===== src/port_power_pkg.sv =====
// Shared constants, types and register map of the port power pin control block
package port_power_pkg;

  // Core clock
  localparam int CLK_PERIOD_NS = 50;

  // Timing figures in their own unit
  localparam int BLANK_NS      = 10000;  // Power-up flag blanking, upper bound
  localparam int MASK_NS       = 5000;   // Error persistence before alert
  localparam int CYCLE_NS      = 150000; // Auto-recovery retry period
  localparam int TOGGLE_NS     = 3200;   // Attach flag toggle half period

  // Cycle counts: longest times round down, least times round up
  localparam int BLANK_CYC     = (BLANK_NS / CLK_PERIOD_NS < 1) ? 1 : BLANK_NS / CLK_PERIOD_NS;
  localparam int MASK_CYC      = (MASK_NS + CLK_PERIOD_NS - 1) / CLK_PERIOD_NS;
  localparam int CYCLE_CYC     = (CYCLE_NS + CLK_PERIOD_NS - 1) / CLK_PERIOD_NS;
  localparam int TOGGLE_CYC    = (TOGGLE_NS + CLK_PERIOD_NS - 1) / CLK_PERIOD_NS;
  localparam int CNT_W         = 12;

  // APB register byte offsets
  localparam logic [7:0] CTRL_OFS   = 8'h00;
  localparam logic [7:0] CMD_OFS    = 8'h04;
  localparam logic [7:0] STATUS_OFS = 8'h08;

  // Command register fields
  localparam int CMD_RESTART_BIT = 0;

  // Control register reset value: alerts unmasked, rationing alert on
  localparam logic [11:0] CTRL_RESET = 12'h800;

  // Number of hardware current limit codes
  localparam int LIMIT_CODES = 8;

  // Power states
  typedef enum logic [1:0] {
    P_SLEEP,
    P_DETECT,
    P_ACTIVE,
    P_ERROR
  } pstate_t;

  // Software control bits, bit 0 at the bottom
  typedef struct packed {
    logic rationAlert;         // 11
    logic linkThermal;         // 10
    logic linkLowCurrent;      // 9
    logic alertMask;           // 8
    logic dataSwitchInDedicated; // 7
    logic detectEnableCfg;     // 6
    logic faultHoldCfg;        // 5
    logic powerEnableCfg;      // 4
    logic emulationEnableCfg;  // 3
    logic modeCtlBCfg;         // 2
    logic modeCtlACfg;         // 1
    logic ignorePinsCfg;       // 0
  } ctrl_t;

  // Asynchronous inputs from pins and analog comparators
  typedef struct packed {
    logic       polaritySel;
    logic       portPowerEnable;
    logic       modeCtlA;
    logic       modeCtlB;
    logic       emulationEnable;
    logic       detectEnable;
    logic       faultHold;
    logic       busSerialSel;
    logic [2:0] limitCode;
    logic       sourceOk;
    logic       coreLow;
    logic       errCond;
    logic       thermalShut;
    logic       attachEvt;
    logic       removalEvt;
    logic       discharging;
    logic       bypassOver;
    logic       charging;
    logic       lowCurrent;
    logic       thermalReg;
    logic       rationHit;
    logic       emuNonCdp;
    logic       dedCharge;
  } pins_t;

endpackage


===== src/port_power_pin_control.sv =====
// Pin qualification, power state and flag outputs of the port power controller
//
// Decided for this implementation: the APB interface to the registers and the register offsets.
`timescale 1ns/1ps

// Functional notes
// - Polarity select high makes power enable active high, low makes it active low.
// - Polarity select is captured once after power-up; later changes are ignored.
// - Outside stand-alone mode the captured polarity also picks the serial address.
// - Modes and emulation all zero with enable asserted turns detection off.
// - Serial mode with ignore-pins drops mode pins, else config bits join pins.
// - Port switch never closes while enable is inactive.
// - Serial mode with ignore-pins drops enable pin, else config bit joins pin.
// - Fault hold comes from pin stand-alone, from config bit in serial mode.
// - Detect enable one needs attach before switching on; zero disables detection.
// - Detect enable from config bit in serial mode, pin otherwise; serial off.
// - Interrupt output pulls low on error, unless masked; unmasked by default.
// - Interrupt also on linked low-current or thermal flag and rationing threshold.
// - Interrupt releases only when every asserting condition is gone.
// - Attach flag set on attach, held until Sleep or removal.
// - Detect enable zero in Active asserts attach flag regardless of device.
// - Attach flag toggles when detect enabled, bypass overloaded, enable on, source absent.
// - Charging flag asserted while charging active, released when it ends.
// - Interrupt, attach and charging flags stay off during power-up blanking.
// - Error must persist past mask time before interrupt; thermal shutdown immediate.
// - Data switch closed in Active, open in emulation, dedicated, Detect, Sleep; dataSwitchInDedicated keeps it closed in dedicated.
// - Data switch forced open while core supply is low.
// - Port switch on throughout Active except while discharging or enable is inactive.
// - Limit code and bus mode read once at power-up; eight limit codes.
module port_power_pin_control
  import port_power_pkg::*;
(
  // Clock, reset, enable
  input  wire logic        clk,
  input  wire logic        rst,
  input  wire logic        ce,
  // APB slave
  input  wire logic        psel,
  input  wire logic        penable,
  input  wire logic        pwrite,
  input  wire logic [7:0]  paddr,
  input  wire logic [31:0] pwdata,
  output logic             pready,
  output logic [31:0]      prdata,
  output logic             pslverr,
  // Asynchronous pin and comparator inputs
  input  wire pins_t       pinsIn,
  // Open-drain flags, driven low while enable is high
  output logic             alertOut,
  output logic             alertOe,
  output logic             attachFlagOut,
  output logic             attachFlagOe,
  output logic             chargingFlagOut,
  output logic             chargingFlagOe,
  // Switch controls, captured settings and the live fault hold
  output logic             portSwitchOn,
  output logic             dataSwitchClosed,
  output logic             faultLatchMode,
  output logic             serialAddrSel,
  output logic             serialActive,
  output logic [2:0]       currentLimitCode
);

  // Elaboration check: every timing figure must fit the shared counter width
  if (LIMIT_CODES != 8 || MASK_CYC >= (1 << CNT_W) || CYCLE_CYC >= (1 << CNT_W)
      || BLANK_CYC >= (1 << CNT_W) || TOGGLE_CYC >= (1 << CNT_W)) begin : g_width_bad
    $error("port_power_pin_control: counter width too small for timing");
  end

  // All block state
  typedef struct packed {
    pins_t             syncA;
    pins_t             syncB;
    logic              captured;
    logic [1:0]        warm;
    logic              polarity;
    logic              busSerial;
    logic [2:0]        limitCode;
    pstate_t           state;
    logic              attached;
    logic [CNT_W-1:0]  blankCnt;
    logic [CNT_W-1:0]  maskCnt;
    logic [CNT_W-1:0]  cycleCnt;
    logic [CNT_W-1:0]  toggleCnt;
    logic              toggleBit;
    logic              prevEnable;
    logic              enableToggled;
    logic              restartReq;
    ctrl_t             ctrl;
    logic [31:0]       rdata;
    logic              rerr;
  } state_t;

  state_t s_ff;
  state_t nxt_s;

  // Qualified controls
  pins_t p;
  logic  enPin;
  logic  enEff;
  logic  modeA;
  logic  modeB;
  logic  emuEn;
  logic  detEn;
  logic  allZero;
  logic  errQual;
  logic  goActive;
  logic  blanking;
  logic  errClear;
  logic  alertSrc;
  logic  setupPhase;

  always_comb begin
    p          = s_ff.syncB;  // Only the second stage is ever read
    blanking   = !s_ff.captured || (s_ff.blankCnt != '0);
    enPin      = s_ff.polarity ? p.portPowerEnable : !p.portPowerEnable;
    if (s_ff.busSerial && s_ff.ctrl.ignorePinsCfg) begin
      enEff = s_ff.ctrl.powerEnableCfg;
      modeA = s_ff.ctrl.modeCtlACfg;
      modeB = s_ff.ctrl.modeCtlBCfg;
      emuEn = s_ff.ctrl.emulationEnableCfg;
    end else if (s_ff.busSerial) begin
      enEff = enPin | s_ff.ctrl.powerEnableCfg;
      modeA = p.modeCtlA | s_ff.ctrl.modeCtlACfg;
      modeB = p.modeCtlB | s_ff.ctrl.modeCtlBCfg;
      emuEn = p.emulationEnable | s_ff.ctrl.emulationEnableCfg;
    end else begin
      enEff = enPin;
      modeA = p.modeCtlA;
      modeB = p.modeCtlB;
      emuEn = p.emulationEnable;
    end
    detEn    = s_ff.busSerial ? s_ff.ctrl.detectEnableCfg : p.detectEnable;
    allZero  = !(modeA | modeB | emuEn);
    // Persistence: must exceed the mask time, thermal shutdown bypasses it
    errQual  = (p.errCond && (s_ff.maskCnt == CNT_W'(MASK_CYC))) || p.thermalShut;
    goActive = p.sourceOk && enEff && !allZero && (!detEn || s_ff.attached);
    errClear = !p.errCond && !p.thermalShut;
    setupPhase = psel && !penable;
  end

  // Next-state logic for the whole block
  always_comb begin
    nxt_s          = s_ff;
    nxt_s.syncA    = pinsIn;
    nxt_s.syncB    = s_ff.syncA;

    // Straps sampled once the synchroniser holds real pin levels, not its reset zeros
    nxt_s.warm     = {s_ff.warm[0], 1'b1};
    if (!s_ff.captured && s_ff.warm[1]) begin
      nxt_s.captured  = 1'b1;
      nxt_s.polarity  = p.polaritySel;
      nxt_s.busSerial = p.busSerialSel;
      nxt_s.limitCode = p.limitCode;
    end

    if (s_ff.captured && s_ff.blankCnt != '0) begin
      nxt_s.blankCnt = s_ff.blankCnt - CNT_W'(1);
    end

    // Error persistence counter saturates at the mask time
    if (!p.errCond) begin
      nxt_s.maskCnt = '0;
    end else if (s_ff.maskCnt != CNT_W'(MASK_CYC)) begin
      nxt_s.maskCnt = s_ff.maskCnt + CNT_W'(1);
    end

    // Enable toggle memory, used to rearm a latched fault
    nxt_s.prevEnable = enEff;
    if (s_ff.state != P_ERROR) begin
      nxt_s.enableToggled = 1'b0;
    end else if (s_ff.prevEnable && !enEff) begin
      nxt_s.enableToggled = 1'b1;
    end

    // Attach memory: a new attach wins over a removal in the same cycle
    if (!detEn || (allZero && enEff) || s_ff.state == P_SLEEP) begin
      nxt_s.attached = 1'b0;
    end else if (p.attachEvt && s_ff.state == P_DETECT) begin
      nxt_s.attached = 1'b1;
    end else if (p.removalEvt) begin
      nxt_s.attached = 1'b0;
    end

    // Attach flag cycling while the bypass path is overloaded
    if (detEn && enEff && !p.sourceOk && p.bypassOver) begin
      if (s_ff.toggleCnt == CNT_W'(TOGGLE_CYC - 1)) begin
        nxt_s.toggleCnt = '0;
        nxt_s.toggleBit = !s_ff.toggleBit;
      end else begin
        nxt_s.toggleCnt = s_ff.toggleCnt + CNT_W'(1);
      end
    end else begin
      nxt_s.toggleCnt = '0;
      nxt_s.toggleBit = 1'b0;
    end

    // Power state sequencing
    case (s_ff.state)
      P_SLEEP, P_DETECT, P_ACTIVE: begin
        if (!s_ff.captured) begin
          nxt_s.state = P_SLEEP;
        end else if (errQual && s_ff.state == P_ACTIVE) begin
          nxt_s.state = P_ERROR;
        end else if (p.thermalShut && s_ff.state == P_DETECT) begin
          nxt_s.state = P_ERROR;
        end else if (goActive) begin
          nxt_s.state = P_ACTIVE;
        end else if (detEn && !(allZero && enEff)) begin
          nxt_s.state = P_DETECT;
        end else begin
          nxt_s.state = P_SLEEP;
        end
        nxt_s.cycleCnt = '0;
      end
      P_ERROR: begin
        if (s_ff.cycleCnt != CNT_W'(CYCLE_CYC)) begin
          nxt_s.cycleCnt = s_ff.cycleCnt + CNT_W'(1);
        end
        // Latched faults wait for software, an enable toggle or a removal
        if (errClear && (faultLatchMode
            ? (s_ff.restartReq || s_ff.enableToggled || p.removalEvt)
            : (s_ff.cycleCnt == CNT_W'(CYCLE_CYC) || p.removalEvt))) begin
          nxt_s.state      = P_SLEEP;
          nxt_s.restartReq = 1'b0;
        end
      end
      default: begin
        nxt_s.state = P_SLEEP;
      end
    endcase
    if (s_ff.state != P_ERROR) begin
      nxt_s.restartReq = 1'b0;
    end

    // APB: decode in setup, effect at the access edge
    if (setupPhase) begin
      nxt_s.rerr  = 1'b0;
      nxt_s.rdata = '0;
      case (paddr)
        CTRL_OFS: begin
          nxt_s.rdata = {20'h00000, s_ff.ctrl};
          nxt_s.rerr  = pwrite && !s_ff.busSerial;
        end
        CMD_OFS: begin
          nxt_s.rerr  = pwrite && !s_ff.busSerial;
        end
        STATUS_OFS: begin
          nxt_s.rdata = {16'h0000, s_ff.limitCode, s_ff.busSerial, s_ff.polarity,
                         s_ff.attached, detEn, enEff, alertOe, attachFlagOe,
                         chargingFlagOe, portSwitchOn, dataSwitchClosed,
                         faultLatchMode, s_ff.state};
          nxt_s.rerr  = pwrite;
        end
        default: begin
          nxt_s.rerr = 1'b1;
        end
      endcase
    end
    if (psel && penable && pwrite && !s_ff.rerr) begin
      if (paddr == CTRL_OFS) begin
        nxt_s.ctrl = ctrl_t'(pwdata[11:0]);
      end
      if (paddr == CMD_OFS && pwdata[CMD_RESTART_BIT] && s_ff.state == P_ERROR) begin
        nxt_s.restartReq = 1'b1;
      end
    end
  end

  // One register stage for all state, frozen while ce is low
  always_ff @(posedge clk or posedge rst) begin
    if (rst) begin
      s_ff          <= '0;
      s_ff.state    <= P_SLEEP;
      s_ff.blankCnt <= CNT_W'(BLANK_CYC);
      s_ff.ctrl     <= ctrl_t'(CTRL_RESET);
    end else if (ce) begin
      s_ff <= nxt_s;
    end
  end

  // Interrupt sources; the mask hides errors only, linked flags still pull
  assign alertSrc = (!s_ff.ctrl.alertMask
                     && ((s_ff.state == P_ERROR) || (p.thermalShut && s_ff.captured)))
                  || (p.lowCurrent && s_ff.ctrl.linkLowCurrent)
                  || (p.thermalReg && s_ff.ctrl.linkThermal)
                  || (p.rationHit && s_ff.ctrl.rationAlert);

  // Flag outputs: pin levels are always low, enables pull
  assign alertOut        = 1'b0;
  assign attachFlagOut   = 1'b0;
  assign chargingFlagOut = 1'b0;
  assign alertOe         = !blanking && alertSrc;
  assign attachFlagOe    = !blanking && ((detEn && s_ff.attached)
                         || (!detEn && s_ff.state == P_ACTIVE)
                         || s_ff.toggleBit);
  assign chargingFlagOe  = !blanking && p.charging;

  // Switch controls from the power state
  assign portSwitchOn     = (s_ff.state == P_ACTIVE) && enEff && !p.discharging;
  assign dataSwitchClosed = (s_ff.state == P_ACTIVE) && !p.coreLow && !p.emuNonCdp
                          && (!p.dedCharge || s_ff.ctrl.dataSwitchInDedicated);

  // Captured settings, and the fault hold taken live from its pin or config bit
  assign faultLatchMode   = s_ff.busSerial ? s_ff.ctrl.faultHoldCfg : p.faultHold;
  assign serialAddrSel    = s_ff.busSerial && s_ff.polarity;
  assign serialActive     = s_ff.busSerial;
  assign currentLimitCode = s_ff.limitCode;

  // APB answers with no wait state unless the block is frozen
  assign pready  = ce;
  assign prdata  = s_ff.rdata;
  assign pslverr = s_ff.rerr;
endmodule


===== config.mk =====
export PLATFORM = sky130hd
export DESIGN_NAME = port_power_pin_control
export DESIGN_NICKNAME = d
export VERILOG_FILES = /design/src/port_power_pkg.sv /design/src/port_power_pin_control.sv
export SDC_FILE = /design/constraint.sdc
export NUM_CORES = 1
export LEC_CHECK = 0
export BUFFER_PORTS_ARGS = -buffer_cell sky130_fd_sc_hd__buf_2
export CAP_MARGIN = 10
export CORE_UTILIZATION = 25
export CTS_CLUSTER_DIAMETER = 200
export DETAILED_ROUTE_END_ITERATION = 16
export RECOVER_POWER = 50
export SYNTH_ARGS = -nofsm -noshare
export SYNTH_HDL_FRONTEND = slang
export SYNTH_SLANG_ARGS = --single-unit

===== constraint.sdc =====
create_clock -name clk -period 5.5 [get_ports clk]
set_clock_uncertainty 0.2 [all_clocks]
set_input_delay 0.55 -clock clk [delete_from_list [all_inputs] [get_ports clk]]
set_output_delay 0.55 -clock clk [all_outputs]
set_load 0.02 [all_outputs]

==> out/metrics.yaml <==
timing:
  grt_setup_unrepaired: "no"
  fmax_mhz: 257
  hold_viol: 0
  fin_crit_sh: 0.707
  worst_pin_slew_ns: 2.33
  final-setup-viol-count: 0
  relSlewSlack: -0.553
  tns_ns: 0
  final_max_slew_viol_count: 88
  setup_ws_ns: 1.61
  fin_crit_ns: 3.89
clock_tree:
  clkSinkCount: 142
  clockRootBuffer: "clkbuf_16"
  hold_buffers: 0
  cts.reportedPaths.clkPinSlew_ns: 0.06
  cts_resized: 0
  cts_buffer_depth: 2
  cts_max_level: 4
  post_cts_buffers: 0
  cts_tree: "yes"
  cts_buffers: 17
  clock_latency_ns: 0.42
yosys:
  syn_area_per_cell_um2: 11.2
  async_flop_share: 1.00
  synth_top_area_cell: "dfrtp_1"
  yosys_warnings: 0
  syn_area_mm2: 0.00694
  synthTopCellsByArea: "dfrtp_1, mux2_2, buf_4, o21ai_0, nand2_1"
  synth_xor_area_frac: 0.0265
  ys_ff_latch: 142
  synthAdderAreaFrac: 0.0126
  syn_inst: 622
  synthDistinctLibCells: 75
  synth_edf_count: 0
  synth_top_family_by_area: "simple AND/OR/NAND/NOR gates"
  synth_ff_type: "dfrtp_1"
  ys_seq_area_frac: 0.513
  synth_compound_area_frac: 0.113
  muxShareOfSynthArea: 0.115
  synthSimpleGateAreaFrac: 0.149
  yosysTopAreaCellShare: 0.498
critical_path:
  arrival_ns: 3.99
  worstRegToRegCells: 4
  crit_chain: "clkbuf_1, inv_1, a31oi_2, mux2_2"
  start_kind: "primary input"
  r2r-end: "s_ff[48]"
  slowest_delay_ns: 1.56
  crit_path_start: "ce"
  r2r_start: "serialActive"
  r2r_slack_ns: 2.70
  cpMaxStageDelayCell: "clkbuf_1"
  path_max_fanout: 44
  worstSetupPathType: "in -> reg"
  crit_path_end_kind: "flop"
  critPathRequiredTime_ns: 5.61
global_routing:
  met2_usage: 0.167
  overflow: 0
  antenna_found_initial: 1
  met3_usage: 0.0278
  grt_use_total: 0.115
  met1_usage: 0.165
  grt_pass1_vias: 4575
  grt_pass1_wl_um: 25400
  grt_max_degree: 102
  top_usage_layer: "met2"
pwr:
  power.density_mw_per_mm2: 366
  total_power_mw: 2.96
  max-vdd-ir-drop_mv: 0.265
  p_leak_nw: 3.40
floorplanning:
  core-area_mm2: 0.0271
  dieArea_mm2: 0.0284
  initial_core_util: 0.256
  ios: 119
  fp.dieH_um: 169
  row_count: 60
  dieWidth_um: 169
final_layout:
  fin_nets: 757
  syn2layout_area_growth_pct: 16.6
  drive_above_1_share: 0.260
  instances_no_fill: 1065
  fin_util: 0.299
routing:
  drt-total-wl_um: 15400
  post_drt_wl_per_cell_um: 14.4
  drt_iter0_markers: 325
  route.detailed.drc: 0
  vias: 4847
  dr.pass1.iters: 5
  via_per_inst: 4.55
  drt.antenna.violating_nets: 0
outcome:
  status: "complete, but fails checks"
  violations: "max-capacitance violations, max-slew violations"
placed_design:
  dp_cells: 1032
  gp_congestion: 0.812
  port_buffers: 79
  pre_cts_slack_ns: 2.26
  hpwl_um: 10700
job:
  maxCapViolCount: 2
min_path:
  min_path_type: "in -> async"
==> synth_stat cells (9+ instances only) <==
master and number:
dfrtp_1 138, xnor2_1 16, nand4_1 18, buf_4 40
nor2_1 28, clkbuf_1 18, a22oi_1 10, nor3_1 10
inv_1 24, a22o_1 9, o21ai_0 36, mux2_2 67
a21oi_1 10, nand2_1 44, nand3_1 14
==> where the power goes <==
part           leakage [nW]  switching, mW  internal, mW  total (mW)
registers              1.80          0.126          1.17        1.30
clock network         0.300          0.462         0.735        1.20
logic                  1.30          0.274         0.190       0.464
total                  3.40          0.863          2.10        2.96
==> state kept, by name (all words and copies together) (netlist names) <==
name              count
currentLimitCode      3
serialActive          1
s_ff                 70
prdata               16
pslverr               1
nxt_s                26
p                    25
==> stage by stage <==
stage,cell area [um2],hold WS (ns)
final,8090,0.133
after CTS,8130,0.139
after detailed placement,7510,0.252
after global routing,8090,0.139
after floorplan,7010,0.231
after global placement,7510,0.247
==> cells in the final DEF (no fill, tap or decap), types with 9 or more instances in the layout <==
| cell | instances |
|---|---|
| dfrtp_1 | 138 |
| mux2_2 | 67 |
| buf_2 | 57 |
| nand2_1 | 44 |
| o21ai_0 | 36 |
| nor2_1 | 28 |
| clkbuf_1 | 25 |
| inv_1 | 23 |
| conb_1 | 19 |
| nand4_1 | 18 |
| clkbuf_16 | 17 |
| xnor2_1 | 16 |
| nand3_1 | 14 |
| a21oi_1 | 10 |
| a22oi_1 | 10 |
| nor3_1 | 10 |
| a22o_1 | 9 |
==> worst max path at each step <==
stage | endpoint | slack (ns) | cells after the start
after detailed placement | s_ff[43] | 2.26 | 5
after CTS | attachFlagOe | 2.23 | 4
after global placement | s_ff[33] | 2.28 | 5
after floorplan | currentLimitCode[0] | 0.95 | 1
final | s_ff[48] | 1.61 | 4
after global routing | s_ff[48] | 1.27 | 4
==> cells by family after synthesis <==
kind of cell | count (synthesis)
flip-flops | 142
multiplexers | 71
AND/OR/NAND/NOR | 183
other | 1
XOR/XNOR | 21
AO/OA/AOI/OAI | 110
buffers and inverters | 87
adder cells (fa/ha/maj) | 7
==> critical path: cells and delay by family <==
family / cells / cell delay [ns]
mux: 1 / 0.38
compound gates: 1 / 0.66
buf+inv: 2 / 2.38
==> layout make-up <==
| cell class | count | area, um2 |
|---|---|---|
| diodes | 1 | 2.50 |
| clock inverters | 13 | 176 |
| flip-flops and latches | 142 | 3560 |
| multi-input cells | 411 | 2960 |
| inverters | 24 | 95.1 |
| clock buffers | 19 | 443 |
| well taps | 372 | 465 |
| repair buffers | 83 | 390 |
| fillers | 2782 | 19000 |
==> layer usage <==
metal / part of all wire / wire length (um)
met1: 0.50 / 7750
met2: 0.44 / 6820
met3: 0.040 / 613
met4: 0.012 / 178
met5: 0 / 0
Note: power is estimated with default switching activity, not from simulation.
